==> src/shared/usf_consts.svh <==
// Register offsets, field positions, reset values and timing counts
`ifndef USF_CONSTS_SVH
`define USF_CONSTS_SVH
// Byte addresses of the registers
`define USF_A_DATA    8'h00
`define USF_A_IER     8'h04
`define USF_A_ISR     8'h08
`define USF_A_LCR     8'h0c
`define USF_A_MCR     8'h10
`define USF_A_LSR     8'h14
`define USF_A_DIVLO   8'h18
`define USF_A_DIVHI   8'h1c
`define USF_A_FRAC    8'h20
`define USF_A_EFR     8'h24
`define USF_A_RES1    8'h28
`define USF_A_RES2    8'h2c
`define USF_A_PAU1    8'h30
`define USF_A_PAU2    8'h34
`define USF_A_FLOWHI  8'h38
`define USF_A_FLOWLO  8'h3c
`define USF_A_RXTRIG  8'h40
// Field positions
`define USF_IER_RX    0
`define USF_IER_THR   1
`define USF_IER_SPC   5
`define USF_EFR_SPC   5
`define USF_MCR_PRE   7
`define USF_LCR_STOP  2
`define USF_LCR_PEN   3
`define USF_LCR_EVEN  4
// Interrupt status codes
`define USF_ISR_NONE  8'h01
`define USF_ISR_RXTO  8'h0c
`define USF_ISR_RXD   8'h04
`define USF_ISR_THR   8'h02
`define USF_ISR_SPC   8'h10
// Reset values
`define USF_RST_CHAR  8'h00
`define USF_RST_DIVLO 8'h01
`define USF_RST_DIVHI 8'h00
`define USF_RST_LCR   8'h03
`define USF_RST_FLOWHI 5'h0c
`define USF_RST_FLOWLO 5'h04
`define USF_RST_RXTRIG 5'h01
// FIFO depth and timing
`define USF_DEPTH     5'h10
`define USF_OVS       4'hf
`define USF_MIDBIT    4'h7
`define USF_TO_CHARS  10'h004
`define USF_TO_HALF   10'h008
`endif

==> src/shared/usf_pkg.sv <==
// Types shared by the serial core
package usf_pkg;
	typedef enum logic [2:0] {
		USF_IDLE,
		USF_START,
		USF_DATA,
		USF_PAR,
		USF_STOP
	} usf_ser_state_t;
endpackage

==> src/core/usf_uart.sv <==
// Serial core with in-band flow control, time-out and APB registers
// Operation
// - Reset clears all four flow characters
// - Double mode matches two consecutive characters
// - Flow characters that pause or resume never enter receive FIFO
// - Send pause when count passes threshold
// - Send resume when count drops below
// - Special detect flags second pause match
// - Compare only programmed word length bits
// - Character bit 0 aligned with LSB
// - Transmit-empty interrupt raised when enabled
// - Status shows only highest pending source
// - Data and time-out share enable bit
// - Data interrupt at trigger count
// - No time-out with empty FIFO
// - Time-out restarts at stop, holding read
// - Time-out equals four character times
// - Divisor from 1 to 65535
// - Rate is clock/(pre*16*(N+M/16))
// - Prescaler 1 or 4 by bit 7
// - One generator clocks both directions
// - Pause halts data transmission, resume releases it
// - High and low thresholds steer sending
`timescale 1ns/100ps
`include "usf_consts.svh"
module usf_uart (
	// Clock, reset, enable
	input  wire logic        i_clk,
	input  wire logic        i_reset,
	input  wire logic        i_ce,
	// APB slave
	input  wire logic        i_psel,
	input  wire logic        i_penable,
	input  wire logic        i_pwrite,
	input  wire logic [7:0]  i_paddr,
	input  wire logic [31:0] i_pwdata,
	output logic [31:0]      o_prdata,
	output logic             o_pready,
	output logic             o_pslverr,
	// Serial line and interrupt
	input  wire logic        i_rx,
	output logic             o_tx,
	output logic             o_irq
);
	logic [7:0] ier_reg, lcr_reg, mcr_reg, efr_reg, divlo_reg, divhi_reg;
	logic [3:0] frac_reg;
	logic [7:0] res1_reg, res2_reg, pau1_reg, pau2_reg;
	logic [4:0] flowhi_reg, flowlo_reg, rxtrig_reg;
	logic [7:0] mem [0:15];
	logic [3:0] wptr_reg, rptr_reg;
	logic [4:0] count_reg;
	logic       tick;
	logic       wr_fire, rd_fire, pop, isr_rd;
	logic [7:0] isr_code, mask;
	logic [3:0] nbits;
	// Receiver, plus transmitter shift state
	usf_pkg::usf_ser_state_t rx_st_reg, tx_st_reg;
	logic [3:0] rx_t_reg, tx_t_reg;
	logic [2:0] rx_b_reg, tx_b_reg;
	logic [7:0] rx_sh_reg, rx_char_reg, tx_sh_reg;
	logic       rx_done_reg, replay_reg;
	logic       held_reg, held_on_reg;
	logic [7:0] held_char_reg;
	logic       push, act_pause, act_resume, hold_set, hold_clr, replay;
	logic       spc_hit;
	logic [7:0] push_data;
	logic       m_on1, m_on2, m_off1, m_off2;
	// Transmitter and flow state
	logic [7:0] thr_reg;
	logic       thr_full_reg, thr_pend_reg, paused_reg, spc_flag_reg;
	logic       sent_pause_reg;
	logic [1:0] flow_left_reg;
	logic [5:0] tx_tick_reg, stop_ticks;
	logic [7:0] flow_char;
	logic       tx_start_data, tx_start_flow;
	// Time-out
	logic [9:0] to_cnt_reg, to_limit;
	logic [4:0] half_bits;
	logic       to_flag_reg, to_restart;

	// One rate source for both directions
	usf_baud_gen u_baud (
		.i_clk     (i_clk),
		.i_reset   (i_reset),
		.i_ce      (i_ce),
		.i_divisor ({divhi_reg, divlo_reg}),
		.i_frac    (frac_reg),
		.i_presc4  (mcr_reg[`USF_MCR_PRE]),
		.o_tick16  (tick)
	);

	// Bus strobes; one wait state so read data can be registered
	assign wr_fire = i_psel && i_penable && !o_pready && i_pwrite;
	assign rd_fire = i_psel && i_penable && !o_pready && !i_pwrite;
	assign pop     = rd_fire && i_paddr == `USF_A_DATA && count_reg != 5'h0;
	assign isr_rd  = rd_fire && i_paddr == `USF_A_ISR;

	// Word length mask, LSB aligned
	assign nbits = 4'h5 + {2'h0, lcr_reg[1:0]};
	assign mask  = 8'hff >> (2'h3 - lcr_reg[1:0]);
	assign m_on1  = (rx_char_reg & mask) == (res1_reg & mask);
	assign m_on2  = (rx_char_reg & mask) == (res2_reg & mask);
	assign m_off1 = (rx_char_reg & mask) == (pau1_reg & mask);
	assign m_off2 = (rx_char_reg & mask) == (pau2_reg & mask);

	// Highest pending source only
	always_comb begin
		isr_code = `USF_ISR_NONE;
		if (ier_reg[`USF_IER_RX] && count_reg >= rxtrig_reg) begin
			isr_code = `USF_ISR_RXD;
		end else if (ier_reg[`USF_IER_RX] && to_flag_reg) begin
			isr_code = `USF_ISR_RXTO;
		end else if (ier_reg[`USF_IER_THR] && thr_pend_reg) begin
			isr_code = `USF_ISR_THR;
		end else if (ier_reg[`USF_IER_SPC] && spc_flag_reg) begin
			isr_code = `USF_ISR_SPC;
		end
	end

	// Register writes
	always_ff @(posedge i_clk) begin
		if (i_reset) begin
			ier_reg    <= 8'h00;
			lcr_reg    <= `USF_RST_LCR;
			mcr_reg    <= 8'h00;
			efr_reg    <= 8'h00;
			divlo_reg  <= `USF_RST_DIVLO;
			divhi_reg  <= `USF_RST_DIVHI;
			frac_reg   <= 4'h0;
			res1_reg   <= `USF_RST_CHAR;
			res2_reg   <= `USF_RST_CHAR;
			pau1_reg   <= `USF_RST_CHAR;
			pau2_reg   <= `USF_RST_CHAR;
			flowhi_reg <= `USF_RST_FLOWHI;
			flowlo_reg <= `USF_RST_FLOWLO;
			rxtrig_reg <= `USF_RST_RXTRIG;
		end else if (i_ce && wr_fire) begin
			case (i_paddr)
				`USF_A_IER:    ier_reg    <= i_pwdata[7:0];
				`USF_A_LCR:    lcr_reg    <= i_pwdata[7:0];
				`USF_A_MCR:    mcr_reg    <= i_pwdata[7:0];
				`USF_A_EFR:    efr_reg    <= i_pwdata[7:0];
				`USF_A_DIVLO:  divlo_reg  <= i_pwdata[7:0];
				`USF_A_DIVHI:  divhi_reg  <= i_pwdata[7:0];
				`USF_A_FRAC:   frac_reg   <= i_pwdata[3:0];
				`USF_A_RES1:   res1_reg   <= i_pwdata[7:0];
				`USF_A_RES2:   res2_reg   <= i_pwdata[7:0];
				`USF_A_PAU1:   pau1_reg   <= i_pwdata[7:0];
				`USF_A_PAU2:   pau2_reg   <= i_pwdata[7:0];
				`USF_A_FLOWHI: flowhi_reg <= i_pwdata[4:0];
				`USF_A_FLOWLO: flowlo_reg <= i_pwdata[4:0];
				`USF_A_RXTRIG: rxtrig_reg <= i_pwdata[4:0];
				default: ;
			endcase
		end
	end

	// Bus answer, read mux and interrupt pin
	always_ff @(posedge i_clk) begin
		if (i_reset) begin
			o_pready  <= 1'b0;
			o_pslverr <= 1'b0;
			o_prdata  <= 32'h0;
			o_irq     <= 1'b0;
		end else if (i_ce) begin
			o_irq     <= isr_code != `USF_ISR_NONE;
			o_pready  <= i_psel && i_penable && !o_pready;
			o_pslverr <= 1'b0;
			o_prdata  <= 32'h0;
			if (rd_fire) begin
				case (i_paddr)
					`USF_A_DATA:   o_prdata[7:0] <= mem[rptr_reg];
					`USF_A_IER:    o_prdata[7:0] <= ier_reg;
					`USF_A_ISR:    o_prdata[7:0] <= isr_code;
					`USF_A_LCR:    o_prdata[7:0] <= lcr_reg;
					`USF_A_MCR:    o_prdata[7:0] <= mcr_reg;
					`USF_A_LSR:    o_prdata[7:0] <= {1'b0,
						tx_st_reg == usf_pkg::USF_IDLE && !thr_full_reg,
						!thr_full_reg, 4'h0, count_reg != 5'h0};
					`USF_A_DIVLO:  o_prdata[7:0] <= divlo_reg;
					`USF_A_DIVHI:  o_prdata[7:0] <= divhi_reg;
					`USF_A_FRAC:   o_prdata[3:0] <= frac_reg;
					`USF_A_EFR:    o_prdata[7:0] <= efr_reg;
					`USF_A_RES1:   o_prdata[7:0] <= res1_reg;
					`USF_A_RES2:   o_prdata[7:0] <= res2_reg;
					`USF_A_PAU1:   o_prdata[7:0] <= pau1_reg;
					`USF_A_PAU2:   o_prdata[7:0] <= pau2_reg;
					`USF_A_FLOWHI: o_prdata[4:0] <= flowhi_reg;
					`USF_A_FLOWLO: o_prdata[4:0] <= flowlo_reg;
					`USF_A_RXTRIG: o_prdata[4:0] <= rxtrig_reg;
					default:       o_prdata <= 32'h0;
				endcase
			end
			if (i_psel && i_penable && !o_pready) begin
				case (i_paddr)
					`USF_A_DATA, `USF_A_IER, `USF_A_ISR, `USF_A_LCR,
					`USF_A_MCR, `USF_A_LSR, `USF_A_DIVLO, `USF_A_DIVHI,
					`USF_A_FRAC, `USF_A_EFR, `USF_A_RES1, `USF_A_RES2,
					`USF_A_PAU1, `USF_A_PAU2, `USF_A_FLOWHI, `USF_A_FLOWLO,
					`USF_A_RXTRIG: o_pslverr <= 1'b0;
					default:       o_pslverr <= 1'b1;
				endcase
			end
		end
	end

	// Receiver shift; stop bit taken at its centre
	always_ff @(posedge i_clk) begin
		if (i_reset) begin
			rx_st_reg   <= usf_pkg::USF_IDLE;
			rx_t_reg    <= 4'h0;
			rx_b_reg    <= 3'h0;
			rx_sh_reg   <= 8'h00;
			rx_char_reg <= 8'h00;
			rx_done_reg <= 1'b0;
		end else if (i_ce) begin
			rx_done_reg <= 1'b0;
			if (tick) begin
				rx_t_reg <= rx_t_reg + 4'h1;
				case (rx_st_reg)
					usf_pkg::USF_IDLE: begin
						rx_t_reg <= 4'h0;
						if (!i_rx)
							rx_st_reg <= usf_pkg::USF_START;
					end
					usf_pkg::USF_START: begin
						if (rx_t_reg == `USF_MIDBIT) begin
							rx_t_reg  <= 4'h0;
							rx_b_reg  <= 3'h0;
							rx_st_reg <= i_rx ? usf_pkg::USF_IDLE
							                  : usf_pkg::USF_DATA;
						end
					end
					usf_pkg::USF_DATA: begin
						if (rx_t_reg == `USF_OVS) begin
							rx_sh_reg <= {i_rx, rx_sh_reg[7:1]};
							rx_b_reg  <= rx_b_reg + 3'h1;
							if ({1'b0, rx_b_reg} == nbits - 4'h1)
								rx_st_reg <= lcr_reg[`USF_LCR_PEN] ?
									usf_pkg::USF_PAR : usf_pkg::USF_STOP;
						end
					end
					usf_pkg::USF_PAR: begin
						if (rx_t_reg == `USF_OVS)
							rx_st_reg <= usf_pkg::USF_STOP;
					end
					usf_pkg::USF_STOP: begin
						if (rx_t_reg == `USF_OVS) begin
							rx_char_reg <= rx_sh_reg >> (2'h3 - lcr_reg[1:0]);
							rx_done_reg <= 1'b1;
							rx_st_reg   <= usf_pkg::USF_IDLE;
						end
					end
					default: rx_st_reg <= usf_pkg::USF_IDLE;
				endcase
			end
		end
	end

	// Flow character recognition on each received character
	always_comb begin
		push = 1'b0;
		push_data = rx_char_reg;
		act_pause = 1'b0;
		act_resume = 1'b0;
		hold_set = 1'b0;
		hold_clr = 1'b0;
		replay = 1'b0;
		spc_hit = 1'b0;
		if (rx_done_reg || replay_reg) begin
			spc_hit = efr_reg[`USF_EFR_SPC] && m_off2;
			case (efr_reg[1:0])
				2'h1: begin
					act_pause  = m_off1;
					act_resume = m_on1 && !m_off1;
					push       = !m_off1 && !m_on1;
				end
				2'h2: begin
					act_pause  = m_off2;
					act_resume = m_on2 && !m_off2;
					push       = !m_off2 && !m_on2;
				end
				2'h3: begin
					if (held_reg && held_on_reg && m_on2) begin
						act_resume = 1'b1;
						hold_clr   = 1'b1;
					end else if (held_reg && !held_on_reg && m_off2) begin
						act_pause = 1'b1;
						hold_clr  = 1'b1;
					end else if (held_reg) begin
						push      = 1'b1;
						push_data = held_char_reg;
						hold_clr  = 1'b1;
						replay    = 1'b1;
					end else if (m_off1 || m_on1) begin
						hold_set = 1'b1;
					end else begin
						push = 1'b1;
					end
				end
				default: push = 1'b1;
			endcase
		end
	end

	// Held first half of a pair; replay re-checks the newer character
	always_ff @(posedge i_clk) begin
		if (i_reset) begin
			held_reg      <= 1'b0;
			held_on_reg   <= 1'b0;
			held_char_reg <= 8'h00;
			replay_reg    <= 1'b0;
		end else if (i_ce) begin
			replay_reg <= replay;
			if (hold_set) begin
				held_reg      <= 1'b1;
				held_on_reg   <= m_on1 && !m_off1;
				held_char_reg <= rx_char_reg;
			end else if (hold_clr || efr_reg[1:0] != 2'h3) begin
				held_reg <= 1'b0;
			end
		end
	end

	// Receive FIFO; overflow drops the new character
	always_ff @(posedge i_clk) begin
		if (i_reset) begin
			wptr_reg  <= 4'h0;
			rptr_reg  <= 4'h0;
			count_reg <= 5'h0;
		end else if (i_ce) begin
			if (push && count_reg != `USF_DEPTH) begin
				mem[wptr_reg] <= push_data;
				wptr_reg      <= wptr_reg + 4'h1;
			end
			if (pop)
				rptr_reg <= rptr_reg + 4'h1;
			count_reg <= count_reg
				+ {4'h0, push && count_reg != `USF_DEPTH}
				- {4'h0, pop};
		end
	end

	// Time-out length in ticks: four characters in half-bit units
	assign half_bits = 5'h2 + {nbits, 1'b0}
		+ {3'h0, lcr_reg[`USF_LCR_PEN], 1'b0}
		+ (!lcr_reg[`USF_LCR_STOP] ? 5'h2 :
		   lcr_reg[1:0] == 2'h0 ? 5'h3 : 5'h4);
	assign to_limit = {5'h0, half_bits} * `USF_TO_HALF * `USF_TO_CHARS;
	assign to_restart = rx_done_reg || pop;

	// Time-out counter, idle while FIFO empty
	always_ff @(posedge i_clk) begin
		if (i_reset) begin
			to_cnt_reg  <= 10'h0;
			to_flag_reg <= 1'b0;
		end else if (i_ce) begin
			if (to_restart || count_reg == 5'h0) begin
				to_cnt_reg  <= 10'h0;
				to_flag_reg <= 1'b0;
			end else if (tick && !to_flag_reg) begin
				to_cnt_reg <= to_cnt_reg + 10'h1;
				if (to_cnt_reg + 10'h1 >= to_limit)
					to_flag_reg <= 1'b1;
			end
		end
	end

	// Pause state, status bit 4 and transmit-empty source; set wins
	always_ff @(posedge i_clk) begin
		if (i_reset) begin
			paused_reg   <= 1'b0;
			spc_flag_reg <= 1'b0;
			thr_pend_reg <= 1'b0;
		end else if (i_ce) begin
			if (act_pause)
				paused_reg <= 1'b1;
			else if (act_resume || efr_reg[1:0] == 2'h0)
				paused_reg <= 1'b0;
			if (act_pause || spc_hit)
				spc_flag_reg <= 1'b1;
			else if (act_resume || (isr_rd && isr_code == `USF_ISR_SPC))
				spc_flag_reg <= 1'b0;
			if (tx_start_data || (wr_fire &&
			    i_paddr == `USF_A_IER && i_pwdata[`USF_IER_THR] &&
			    !ier_reg[`USF_IER_THR] && !thr_full_reg))
				thr_pend_reg <= 1'b1;
			else if ((wr_fire && i_paddr == `USF_A_DATA) ||
			         (isr_rd && isr_code == `USF_ISR_THR))
				thr_pend_reg <= 1'b0;
		end
	end

	// Transmit start choice: flow characters first, data when not paused
	assign tx_start_flow = tx_st_reg == usf_pkg::USF_IDLE &&
		flow_left_reg != 2'h0;
	assign tx_start_data = tx_st_reg == usf_pkg::USF_IDLE &&
		flow_left_reg == 2'h0 && thr_full_reg && !paused_reg;
	assign flow_char = (efr_reg[3:2] == 2'h1 ||
		(efr_reg[3:2] == 2'h3 && flow_left_reg == 2'h2)) ?
		(sent_pause_reg ? pau1_reg : res1_reg) :
		(sent_pause_reg ? pau2_reg : res2_reg);
	assign stop_ticks = !lcr_reg[`USF_LCR_STOP] ? 6'h10 :
		lcr_reg[1:0] == 2'h0 ? 6'h18 : 6'h20;

	// Holding register and pause or resume requests
	always_ff @(posedge i_clk) begin
		if (i_reset) begin
			thr_reg        <= 8'h00;
			thr_full_reg   <= 1'b0;
			sent_pause_reg <= 1'b0;
			flow_left_reg  <= 2'h0;
		end else if (i_ce) begin
			if (wr_fire && i_paddr == `USF_A_DATA) begin
				thr_reg      <= i_pwdata[7:0];
				thr_full_reg <= 1'b1;
			end else if (tx_start_data) begin
				thr_full_reg <= 1'b0;
			end
			if (tx_start_flow) begin
				flow_left_reg <= flow_left_reg - 2'h1;
			end else if (efr_reg[3:2] == 2'h0) begin
				sent_pause_reg <= 1'b0;
			end else if (flow_left_reg == 2'h0 && tx_st_reg ==
			             usf_pkg::USF_IDLE) begin
				if (!sent_pause_reg && count_reg > flowhi_reg) begin
					sent_pause_reg <= 1'b1;
					flow_left_reg  <= efr_reg[3:2] == 2'h3 ? 2'h2 : 2'h1;
				end else if (sent_pause_reg && count_reg < flowlo_reg) begin
					sent_pause_reg <= 1'b0;
					flow_left_reg  <= efr_reg[3:2] == 2'h3 ? 2'h2 : 2'h1;
				end
			end
		end
	end

	// Transmitter shift, LSB first
	always_ff @(posedge i_clk) begin
		if (i_reset) begin
			tx_st_reg   <= usf_pkg::USF_IDLE;
			tx_sh_reg   <= 8'h00;
			tx_b_reg    <= 3'h0;
			tx_tick_reg <= 6'h0;
			o_tx        <= 1'b1;
		end else if (i_ce) begin
			case (tx_st_reg)
				usf_pkg::USF_IDLE: begin
					o_tx        <= 1'b1;
					tx_tick_reg <= 6'h0;
					if (tx_start_flow || tx_start_data) begin
						tx_sh_reg <= (tx_start_flow ? flow_char : thr_reg) & mask;
						tx_st_reg <= usf_pkg::USF_START;
						o_tx      <= 1'b0;
					end
				end
				default: begin
					if (tick) begin
						tx_tick_reg <= tx_tick_reg + 6'h1;
						if (tx_st_reg == usf_pkg::USF_STOP ?
						    tx_tick_reg == stop_ticks - 6'h1 :
						    tx_tick_reg == 6'h0f) begin
							tx_tick_reg <= 6'h0;
							case (tx_st_reg)
								usf_pkg::USF_START: begin
									tx_st_reg <= usf_pkg::USF_DATA;
									tx_b_reg  <= 3'h0;
									o_tx      <= tx_sh_reg[0];
								end
								usf_pkg::USF_DATA: begin
									tx_b_reg <= tx_b_reg + 3'h1;
									if ({1'b0, tx_b_reg} == nbits - 4'h1) begin
										tx_st_reg <= lcr_reg[`USF_LCR_PEN] ?
											usf_pkg::USF_PAR : usf_pkg::USF_STOP;
										o_tx <= lcr_reg[`USF_LCR_PEN] ?
											((^tx_sh_reg) ~^ lcr_reg[`USF_LCR_EVEN])
											: 1'b1;
									end else begin
										o_tx <= tx_sh_reg[tx_b_reg + 3'h1];
									end
								end
								usf_pkg::USF_PAR: begin
									tx_st_reg <= usf_pkg::USF_STOP;
									o_tx      <= 1'b1;
								end
								default: tx_st_reg <= usf_pkg::USF_IDLE;
							endcase
						end
					end
				end
			endcase
		end
	end
endmodule

==> src/core/usf_baud_gen.sv <==
// Fractional baud generator producing the 16x sample tick
`timescale 1ns/100ps
`include "usf_consts.svh"
module usf_baud_gen (
	// Clock and reset
	input  wire logic        i_clk,
	input  wire logic        i_reset,
	input  wire logic        i_ce,
	// Rate setting
	input  wire logic [15:0] i_divisor,
	input  wire logic [3:0]  i_frac,
	input  wire logic        i_presc4,
	// Tick out
	output logic             o_tick16
);
	logic [1:0]  pre_reg;
	logic [16:0] cnt_reg;
	logic [3:0]  acc_reg;
	logic        pre_tick;
	logic [4:0]  frac_sum;

	// Prescale by 1 or by 4
	assign pre_tick = !i_presc4 || (pre_reg == 2'h3);
	assign frac_sum = {1'b0, acc_reg} + {1'b0, i_frac};

	// Prescale counter
	always_ff @(posedge i_clk) begin
		if (i_reset) begin
			pre_reg <= 2'h0;
		end else if (i_ce) begin
			pre_reg <= pre_reg + 2'h1;
		end
	end

	// N or N+1 periods, the extra one M times in sixteen
	always_ff @(posedge i_clk) begin
		if (i_reset) begin
			cnt_reg  <= 17'h0;
			acc_reg  <= 4'h0;
			o_tick16 <= 1'b0;
		end else if (i_ce) begin
			o_tick16 <= 1'b0;
			if (pre_tick && i_divisor != 16'h0) begin
				if (cnt_reg <= 17'h1) begin
					o_tick16 <= 1'b1;
					acc_reg  <= frac_sum[3:0];
					cnt_reg  <= frac_sum[4] ? {1'b0, i_divisor} + 17'h1
					                        : {1'b0, i_divisor};
				end else begin
					cnt_reg <= cnt_reg - 17'h1;
				end
			end
		end
	end
endmodule

==> config.mk <==
export PLATFORM = sky130hd
export DESIGN_NAME = usf_uart
export DESIGN_NICKNAME = d
export VERILOG_FILES = /design/src/shared/usf_pkg.sv /design/src/core/usf_uart.sv /design/src/core/usf_baud_gen.sv
export VERILOG_INCLUDE_DIRS = /design/src /design/src/shared
export SDC_FILE = /design/constraint.sdc
export NUM_CORES = 1
export LEC_CHECK = 0
export BUFFER_PORTS_ARGS = -buffer_cell sky130_fd_sc_hd__buf_4
export CAP_MARGIN = 0
export CELL_PAD_IN_SITES_DETAIL_PLACEMENT = 0
export CELL_PAD_IN_SITES_GLOBAL_PLACEMENT = 1
export CORE_MARGIN = 2
export CORE_UTILIZATION = 45
export CTS_BUF_LIST = sky130_fd_sc_hd__clkbuf_4 sky130_fd_sc_hd__clkbuf_8 sky130_fd_sc_hd__clkbuf_16
export DETAILED_ROUTE_END_ITERATION = 8
export GPL_TIMING_DRIVEN = 0
export PLACE_DENSITY = 0.71
export SLEW_MARGIN = 30
export SYNTH_ARGS = -nofsm -noshare
export SYNTH_HDL_FRONTEND = slang
export SYNTH_SLANG_ARGS = --single-unit
==> constraint.sdc <==
create_clock -name i_clk -period 5.7 [get_ports i_clk]
set_input_delay 1.425 -clock i_clk [delete_from_list [all_inputs] [get_ports i_clk]]
set_output_delay 1.425 -clock i_clk [all_outputs]
set_load 0.01 [all_outputs]
==> results by group, run 1 <==
GRT
  • Largest net degree at the start of global routing: 17
  • All-Layer GR Usage: 28.5%
  • First-pass GRT wire length: 93.0 mm
  • Antenna violations before repair: 0
  • Vias in the first global route: roughly 14000
  • Gr ovfl total: 0

Logic synthesis
  • Distinct cells, synth: 84
  • Mapped Cells: 1912
  • Synth cell count leaders: 239 x nand2_1, 236 x dfxtp_1, 173 x a21oi_1
  • Seq cells post-synth: about 360
  • Synth Flop Type: dfxtp_1
  • Cell with the most instances after synthesis: nand2_1
  • Mapped Area: 0.0186 mm^2
  • Yosys top cell area share: about 25%
  • Synth area leaders: dfxtp_1 25%, edfxtp_1 21%, mux4_2 6.1%
  • Avg Synthesized Cell Area: 9.71 um^2
  • Post-synth ARST share: 0%
  • Synth area leader: dfxtp_1
  • Post-synthesis sequential area ratio: 46.1%
  • Synth Warn #: 0
  • EDFF count, synth: 128

Clock tree
  • Resized Gates After CTS: 0
  • CTS tree: done
  • Clock buffer depth: 3
  • Clock sink count: 364
  • Clock Tree Root: clkbuf_16
  • Latest clock arrival within the worst-skew pair: between 0.6 and 0.7 ns
  • CTS Buf Count: 40
  • # Post-CTS Setup Buffers: 0
  • Reg clk slew, reported paths: 0.06 ns
  • H-Tree Depth: 2
  • Hold buffer count at CTS: 0

Route
  • Via count: 15377
  • First-pass detailed-route iteration total: 7
  • Vias/cell: 5.98
  • Post-DRT Antenna Nets: 0
  • Routed WL per cell: 24.0 um
  • DRT Wirelength: 61.7 mm
  • DRC viols: 0
  • Initial DRC count: between 1500 and 2000

STA
  • Fmax: 197 MHz
  • RSZ-0062 raised after global routing: false
  • Final hold vios: 0
  • Min cycle time layout: 5.08 ns
  • Slew Limit Fails: 0
  • Least-Margin Pin Slew: 1.07 ns
  • Setup violations, final: 0
  • TNS Setup: 0 ns
  • Relative slew slack: 28.8%
  • Clock skew: 0.0574 ns
  • Final Cycle Share: 89.1%

Layout
  • Layout overhead on the synthesized area: 13.2%
  • Multi-input logic area: 0.00920 mm^2
  • # diodes: 0
  • FILL cells: 3763
  • Fraction of layout instances using a drive strength above 1: 12.7%
  • Max reg flops: 128
  • Register area: 0.00857 mm^2
  • Final nets: 2119

Placement
  • Post-DP HPWL: 44.8 mm
  • Input/output buffers: 32
  • Placer Congestion: 0.958

Worst setup path
  • Critical path class: reg2reg
  • Crit-path max FO: 10
  • Critical path's slowest cell: clkbuf_1
  • Startpoint types: flip-flop
  • Worst reg2reg setup slack: 0.62 ns
  • Arrival time at the worst endpoint: 5.56 ns
  • Crit path buffers/inverters: 6
  • Critical Path RT: 6.18 ns
  • Critical path's largest stage delay: between 0.5 and 0.6 ns
  • Worst path cell trace: clkbuf_1 > clkinv_1 > ha_1 > clkbuf_1 > o211ai_1 > nor3_1 > a2111oi_4 > o31ai_1 > ha_1 > inv_1 > ha_1 > inv_1 > fa_1 > inv_1 > a21oi_1 > nor2_1 > or3_1 > a21oi_1 > xnor2_1 > nor2_1
  • Crit path max-delay family: buffers and inverters
  • CP endpoint kind: flip-flop

Floorplan
  • Io pins: 83
  • Initial Util: 45.6%
  • Die area: 0.0429 mm^2
  • Die Wd: around 210 um
  • Height of the die: about 210 um
  • Row cnt: 74
  • Core Box Area: 0.0407 mm^2

Power
  • Pwr Density: 302 mW/mm^2
  • Final Total Pwr: 6.36 mW
  • VDD IR max: 331 uV
  • LEAKAGE: 7.68 nW

Run
  • Max Cap Viol: 0

Status
  • Status: finished clean

Min path
  • Tightest Hold Check Type: reg2reg
[placed cells by master, fill, tap and decap left out, types with 9 or more instances in the layout]
master and n:
nand3b_1 13, nor3_1 40, dfxtp_1 236, a222oi_1 10, and3_1 17, o21ai_1 9, nor2b_1 15, mux4_2 50
nand4_1 18, and2_1 13, ha_1 54, a211oi_1 20, buf_4 57, xor2_1 17, nand2_1 239, mux2_2 12
mux2i_1 51, or3_1 14, o21ai_0 55, conb_1 24, nor4_1 15, inv_1 59, a31oi_1 12, a21oi_1 173
buf_2 42, nor2_1 139, a22oi_1 31, xnor2_1 62, clkbuf_16 40, edfxtp_1 128, clkbuf_1 75, nand3_1 111
o211ai_1 15, a21o_1 9
[final cells by class]
class | count | share of cell area, %
inverters | 62 | 1.11
well taps | 532 | 3.17
flip-flops and latches | 364 | 40.8
repair buffers | 38 | 1.29
plain buffers | 148 | 3.42
multi-input cells | 1361 | 43.8
clock inverters | 18 | 1.20
clock buffers | 50 | 5.30
[per-stage QoR]
| step | worst slack [ns] | hold WS, ns | utilization [%] | instances | instance area (um^2) |
|---|---|---|---|---|---|
| global route | 0.295 | 0.476 | 51.6 | 2573 | 21000 |
| global placement | 0.0613 | 0.442 | 48.0 | 2499 | 19600 |
| CTS | 0.651 | 0.455 | 51.6 | 2573 | 21000 |
| finish | 0.621 | 0.450 | 51.6 | 2573 | 21000 |
| detailed placement | 0.633 | 0.447 | 48.2 | 2505 | 19700 |
| floorplan | 1.70 | 0.434 | - | 1935 | 18700 |
[final timing paths]
kind                    start      endpoint  depth (start not counted)
hold / removal    o_prdata[7]   o_prdata[7]                          2
setup reg to reg   lcr_reg[0]  count_reg[4]                         20
hold reg to reg   o_prdata[7]   o_prdata[7]                          2
setup / recovery   lcr_reg[0]  count_reg[4]                         20
[tightest hold or removal path, stage by stage (launching register included)]
cell and delay (ns):
dfxtp_1 0.31, nand2_1 0.05, o21ai_1 0.05
[layer usage]
layer	GRT usage, %	vias up	wire, um
met2	44.3	592	27700
met5	0	-	0
met1	40.0	7541	27000
li1	-	7119	-
met3	5.00	125	4670
met4	10.3	0	2350
[kinds of logic after synthesis]
group                      after synthesis  synth area share, %
AOI/OAI and AO/OA                      396                 13.3
xor gates and xnor gates                80                 3.85
adders and majority gates               57                 3.96
buffers and inverters                  210                 5.11
DFF                                    364                 46.1
muxes                                  113                 9.54
other                                    1               0.0202
and+or+nand+nor                        691                 18.1
[power by group]
part / internal [mW] / switching (mW) / total, mW
clock network: 1.54 / 1.14 / 2.68
logic: 0.321 / 0.558 / 0.879
registers: 2.73 / 0.0660 / 2.79
total: 4.59 / 1.76 / 6.36
No activity file was read; power rests on OpenSTA's default activity.
==> inputs of run 2 (changes only) <==
--- a/config.mk
+++ b/config.mk
@@ -15,7 +15,7 @@
 export CTS_BUF_LIST = sky130_fd_sc_hd__clkbuf_4 sky130_fd_sc_hd__clkbuf_8 sky130_fd_sc_hd__clkbuf_16
 export DETAILED_ROUTE_END_ITERATION = 8
 export GPL_TIMING_DRIVEN = 0
-export PLACE_DENSITY = 0.71
+export PLACE_DENSITY = 0.85
 export SLEW_MARGIN = 30
 export SYNTH_ARGS = -nofsm -noshare
 export SYNTH_HDL_FRONTEND = slang
==> run 2 against run 1 <==
Clock power rose by 12%; sequential share of layout area is 0.37 points lower; sequential power about the same; final area up 0.92%; sequential cell count is the same; count of clock-buffer cells in the layout increased by 1; critical endpoint unchanged; critical path type unchanged; via count is 0.26% higher; highest routed layer is now met5; power rose by 4.9%.
==> results by group, run 2 (synthesized netlist as in run 1, its figures left out) <==
Status
  • Status: finished clean

Layout
  • FILL cells: 3671 (-2.4%)
  • Final nets: 2117 (-0.094%)
  • Layout overhead on the synthesized area: 14.2%
  • Most common cell after layout, fill and taps aside: nand2_1
  • Max reg flops: 128 (unchanged)
  • Fraction of layout instances using a drive strength above 1: 13.1% (+0.37 points)
  • Most frequent cells in the layout: 239 x nand2_1, 236 x dfxtp_1, 173 x a21oi_1
  • Fin area: 0.0212 mm^2 (+0.92%)

Power
  • VDD IR max: 276 uV (-17%)
  • Switch Pwr: 1.78 mW (+0.62%)
  • Clock network fraction of total power: 44.9% (+2.7 points)
  • P_int: 4.89 mW (+6.6%)
  • LEAKAGE: 7.78 nW (+1.2%)
  • Pwr Density: 314 mW/mm^2 (+4.0%)
  • Logic pwr share: 13.1% (-0.7 points)
  • Sequential Power Share: 42.0% (-2.0 points)
  • Switching part of the total: 26.6% (-1.1 points)

Floorplan
  • Io pins: 83 (unchanged)
  • Row cnt: 74 (unchanged)
  • Initial Util: 45.6% (unchanged)
  • Core Box Area: 0.0407 mm^2 (unchanged)
  • Height of the die: 207 um (unchanged)
  • Die Wd: 207 um (unchanged)
  • Die area: 0.0429 mm^2 (unchanged)

STA
  • Min cycle time layout: 5.23 ns (+0.147 ns)
  • Final hold vios: 0 (unchanged)
  • Fmax: 191 MHz (-2.8%)
  • Clock skew: 0.0312 ns (-0.0262 ns)
  • TNS Setup: 0 ns (unchanged)
  • Setup violations, final: 0 (unchanged)
  • Final Cycle Share: 91.7% (+2.6 points)
  • RSZ-0062 raised after global routing: false
  • Slew Limit Fails: 0 (unchanged)
  • Least-Margin Pin Slew: 1.09 ns (+0.0224 ns)
  • Worst hold slack: 0.452 ns (+0.00176 ns)
  • Relative slew slack: 27.4% (-1.5 points)

Worst setup path
  • Critical path's largest stage delay: 0.56 ns (+0.03 ns)
  • Startpoint types: flip-flop
  • Crit path buffers/inverters: 6 (unchanged)
  • Worst reg2reg path depth: 20 (unchanged)
  • Worst reg2reg setup slack: 0.47 ns (-0.15 ns)
  • Worst path cell trace: clkbuf_1 > clkinv_1 > ha_1 > clkbuf_1 > o211ai_1 > nor3_1 > a2111oi_4 > o31ai_1 > ha_1 > inv_1 > ha_1 > inv_1 > fa_1 > inv_1 > a21oi_1 > nor2_1 > or3_1 > a21oi_1 > xnor2_1 > nor2_1
  • Crit path max-delay family: buffers and inverters
  • Critical Path RT: 6.13 ns (-0.05 ns)
  • Reg2Reg Launch Point: lcr_reg[0]
  • Critical path's slowest cell: clkbuf_1
  • Critical path origin: lcr_reg[0]
  • Crit-path max FO: 10 (unchanged)
  • Critical R2R Capture: count_reg[4]
  • Critical path class: reg2reg
  • Arrival time at the worst endpoint: 5.65 ns (+0.09 ns)
  • CP endpoint kind: flip-flop

Clock tree
  • Resized Gates After CTS: 0 (unchanged)
  • Hold buffer count at CTS: 0 (unchanged)
  • CTS Buf Count: 40 (unchanged)
  • Clock sink count: 364 (unchanged)
  • Latest clock arrival within the worst-skew pair: 0.59 ns (-0.02 ns)
  • H-Tree Depth: 2 (unchanged)
  • Clock Tree Root: clkbuf_16
  • Clock buffer depth: 3 (unchanged)
  • Reg clk slew, reported paths: 0.06 ns (about the same)
  • # Post-CTS Setup Buffers: 0 (unchanged)
  • CTS tree: done

Route
  • Routed WL per cell: 23.6 um (-1.5%)
  • Via count: 15417 (+0.26%)
  • DRC viols: 0 (unchanged)
  • First-pass detailed-route iteration total: 8 (+1)
  • DRT Wirelength: 60.9 mm (-1.3%)
  • Post-DRT Antenna Nets: 0 (unchanged)
  • Vias/cell: 5.98 (+0.10%)
  • Initial DRC count: 1715 (+5.5%)

Placement
  • Post-DP HPWL: 44.1 mm (-1.8%)
  • Placed Area: 0.0196 mm^2 (about the same)
  • Input/output buffers: 32 (unchanged)
  • Placer Congestion: 1.00 (+4.8%)

Min path
  • Hold path startpoint: o_prdata[0]
  • Tightest Hold Check Type: reg2reg
  • Hold Path Cell Cnt: 2 (unchanged)
  • Hold Path End: o_prdata[0]

GRT
  • All-Layer GR Usage: 28.0% (-0.50 points)
  • Largest net degree at the start of global routing: 17 (unchanged)
  • Gr ovfl total: 0 (unchanged)
  • First-pass GRT wire length: 92.1 mm (-1.0%)
  • Antenna violations before repair: 2 (+2)
  • Vias in the first global route: 14842 (+2.9%)

Run
  • Max Cap Viol: 0 (unchanged)
-- run 2: cell count changes in the layout (fill, tap and decap cells not counted), moves of 2 or more --
cell,previous run,this run
inv_6,2,0
clkbuf_8,6,9
bufinv_16,3,9
clkbuf_4,4,2
clkinv_2,4,8
clkinv_1,5,2
buf_2,42,39
clkinvlp_4,3,1
-- run 2: final cells by class --
type / count / area (um^2) / area share [%]
Antenna cell: 1 / 2.50 / 0.0118
Timing Repair Buffer: 36 / 260 / 1.23
Clock inverter: 22 / 413 / 1.95
Buffer: 148 / 718 / 3.39
Tap cell: 532 / 666 / 3.14
Clock buffer: 51 / 1140 / 5.37
Sequential cell: 364 / 8570 / 40.4
Inverter: 62 / 233 / 1.10
Multi-Input combinational cell: 1361 / 9210 / 43.4
-- run 2: worst register-to-register path, delay by kind of cell (launching register included) --
kind                       cells  cell delay [ns]
adders and majority gates      4             1.03
buffers and inverters          6             1.59
DFF                            1             0.49
AOI/OAI and AO/OA              5             1.26
and+or+nand+nor                4             0.57
xor gates and xnor gates       1             0.14
-- run 2: worst max path at each step --
stage	endpoint	slack (ns)	depth (start not counted)
2_1_floorplan	count_reg[4]	1.70	20
3_3_place_gp	mem[13][5]	0.02	10
3_5_place_dp	count_reg[4]	0.65	20
4_1_cts	count_reg[4]	0.63	20
5_1_grt	count_reg[4]	0.09	20
6_report	count_reg[4]	0.47	20
-- run 2: per-layer routing --
metal / track usage, % / up-vias / part of all wire (%)
met2: 46.2 / 669 / 47
met5: 0 / - / 0.026
li1: - / 7124 / -
met4: 13.3 / 2 / 5.2
met3: 5.15 / 169 / 8.1
met1: 35.7 / 7453 / 40
-- run 2: power groups by stage --
| stage | Sequential (mW) | Clock (mW) | Combinational, mW |
|---|---|---|---|
| after detailed placement | 2.85 | 0 | 0.857 |
| after CTS | 2.80 | 3.02 | 0.861 |
| after global routing | 2.81 | 3.13 | 0.968 |
| after floorplan | 2.83 | 0 | 0.631 |
| after global placement | 2.85 | 0 | 0.839 |
| final | 2.80 | 2.99 | 0.875 |
-- run 2: metrics by stage --
| step | total power, mW | cells | utilization [%] | setup WS [ns] |
|---|---|---|---|---|
| final | 6.67 | 2577 | 52.1 | 0.474 |
| after CTS | 6.68 | 2576 | 52.0 | 0.627 |
| after detailed placement | 3.71 | 2503 | 48.2 | 0.651 |
| after global routing | 6.90 | 2576 | 52.1 | 0.0941 |
| after global placement | 3.69 | 2499 | 48.0 | 0.0246 |
| after floorplan | 3.46 | 1935 | - | 1.70 |
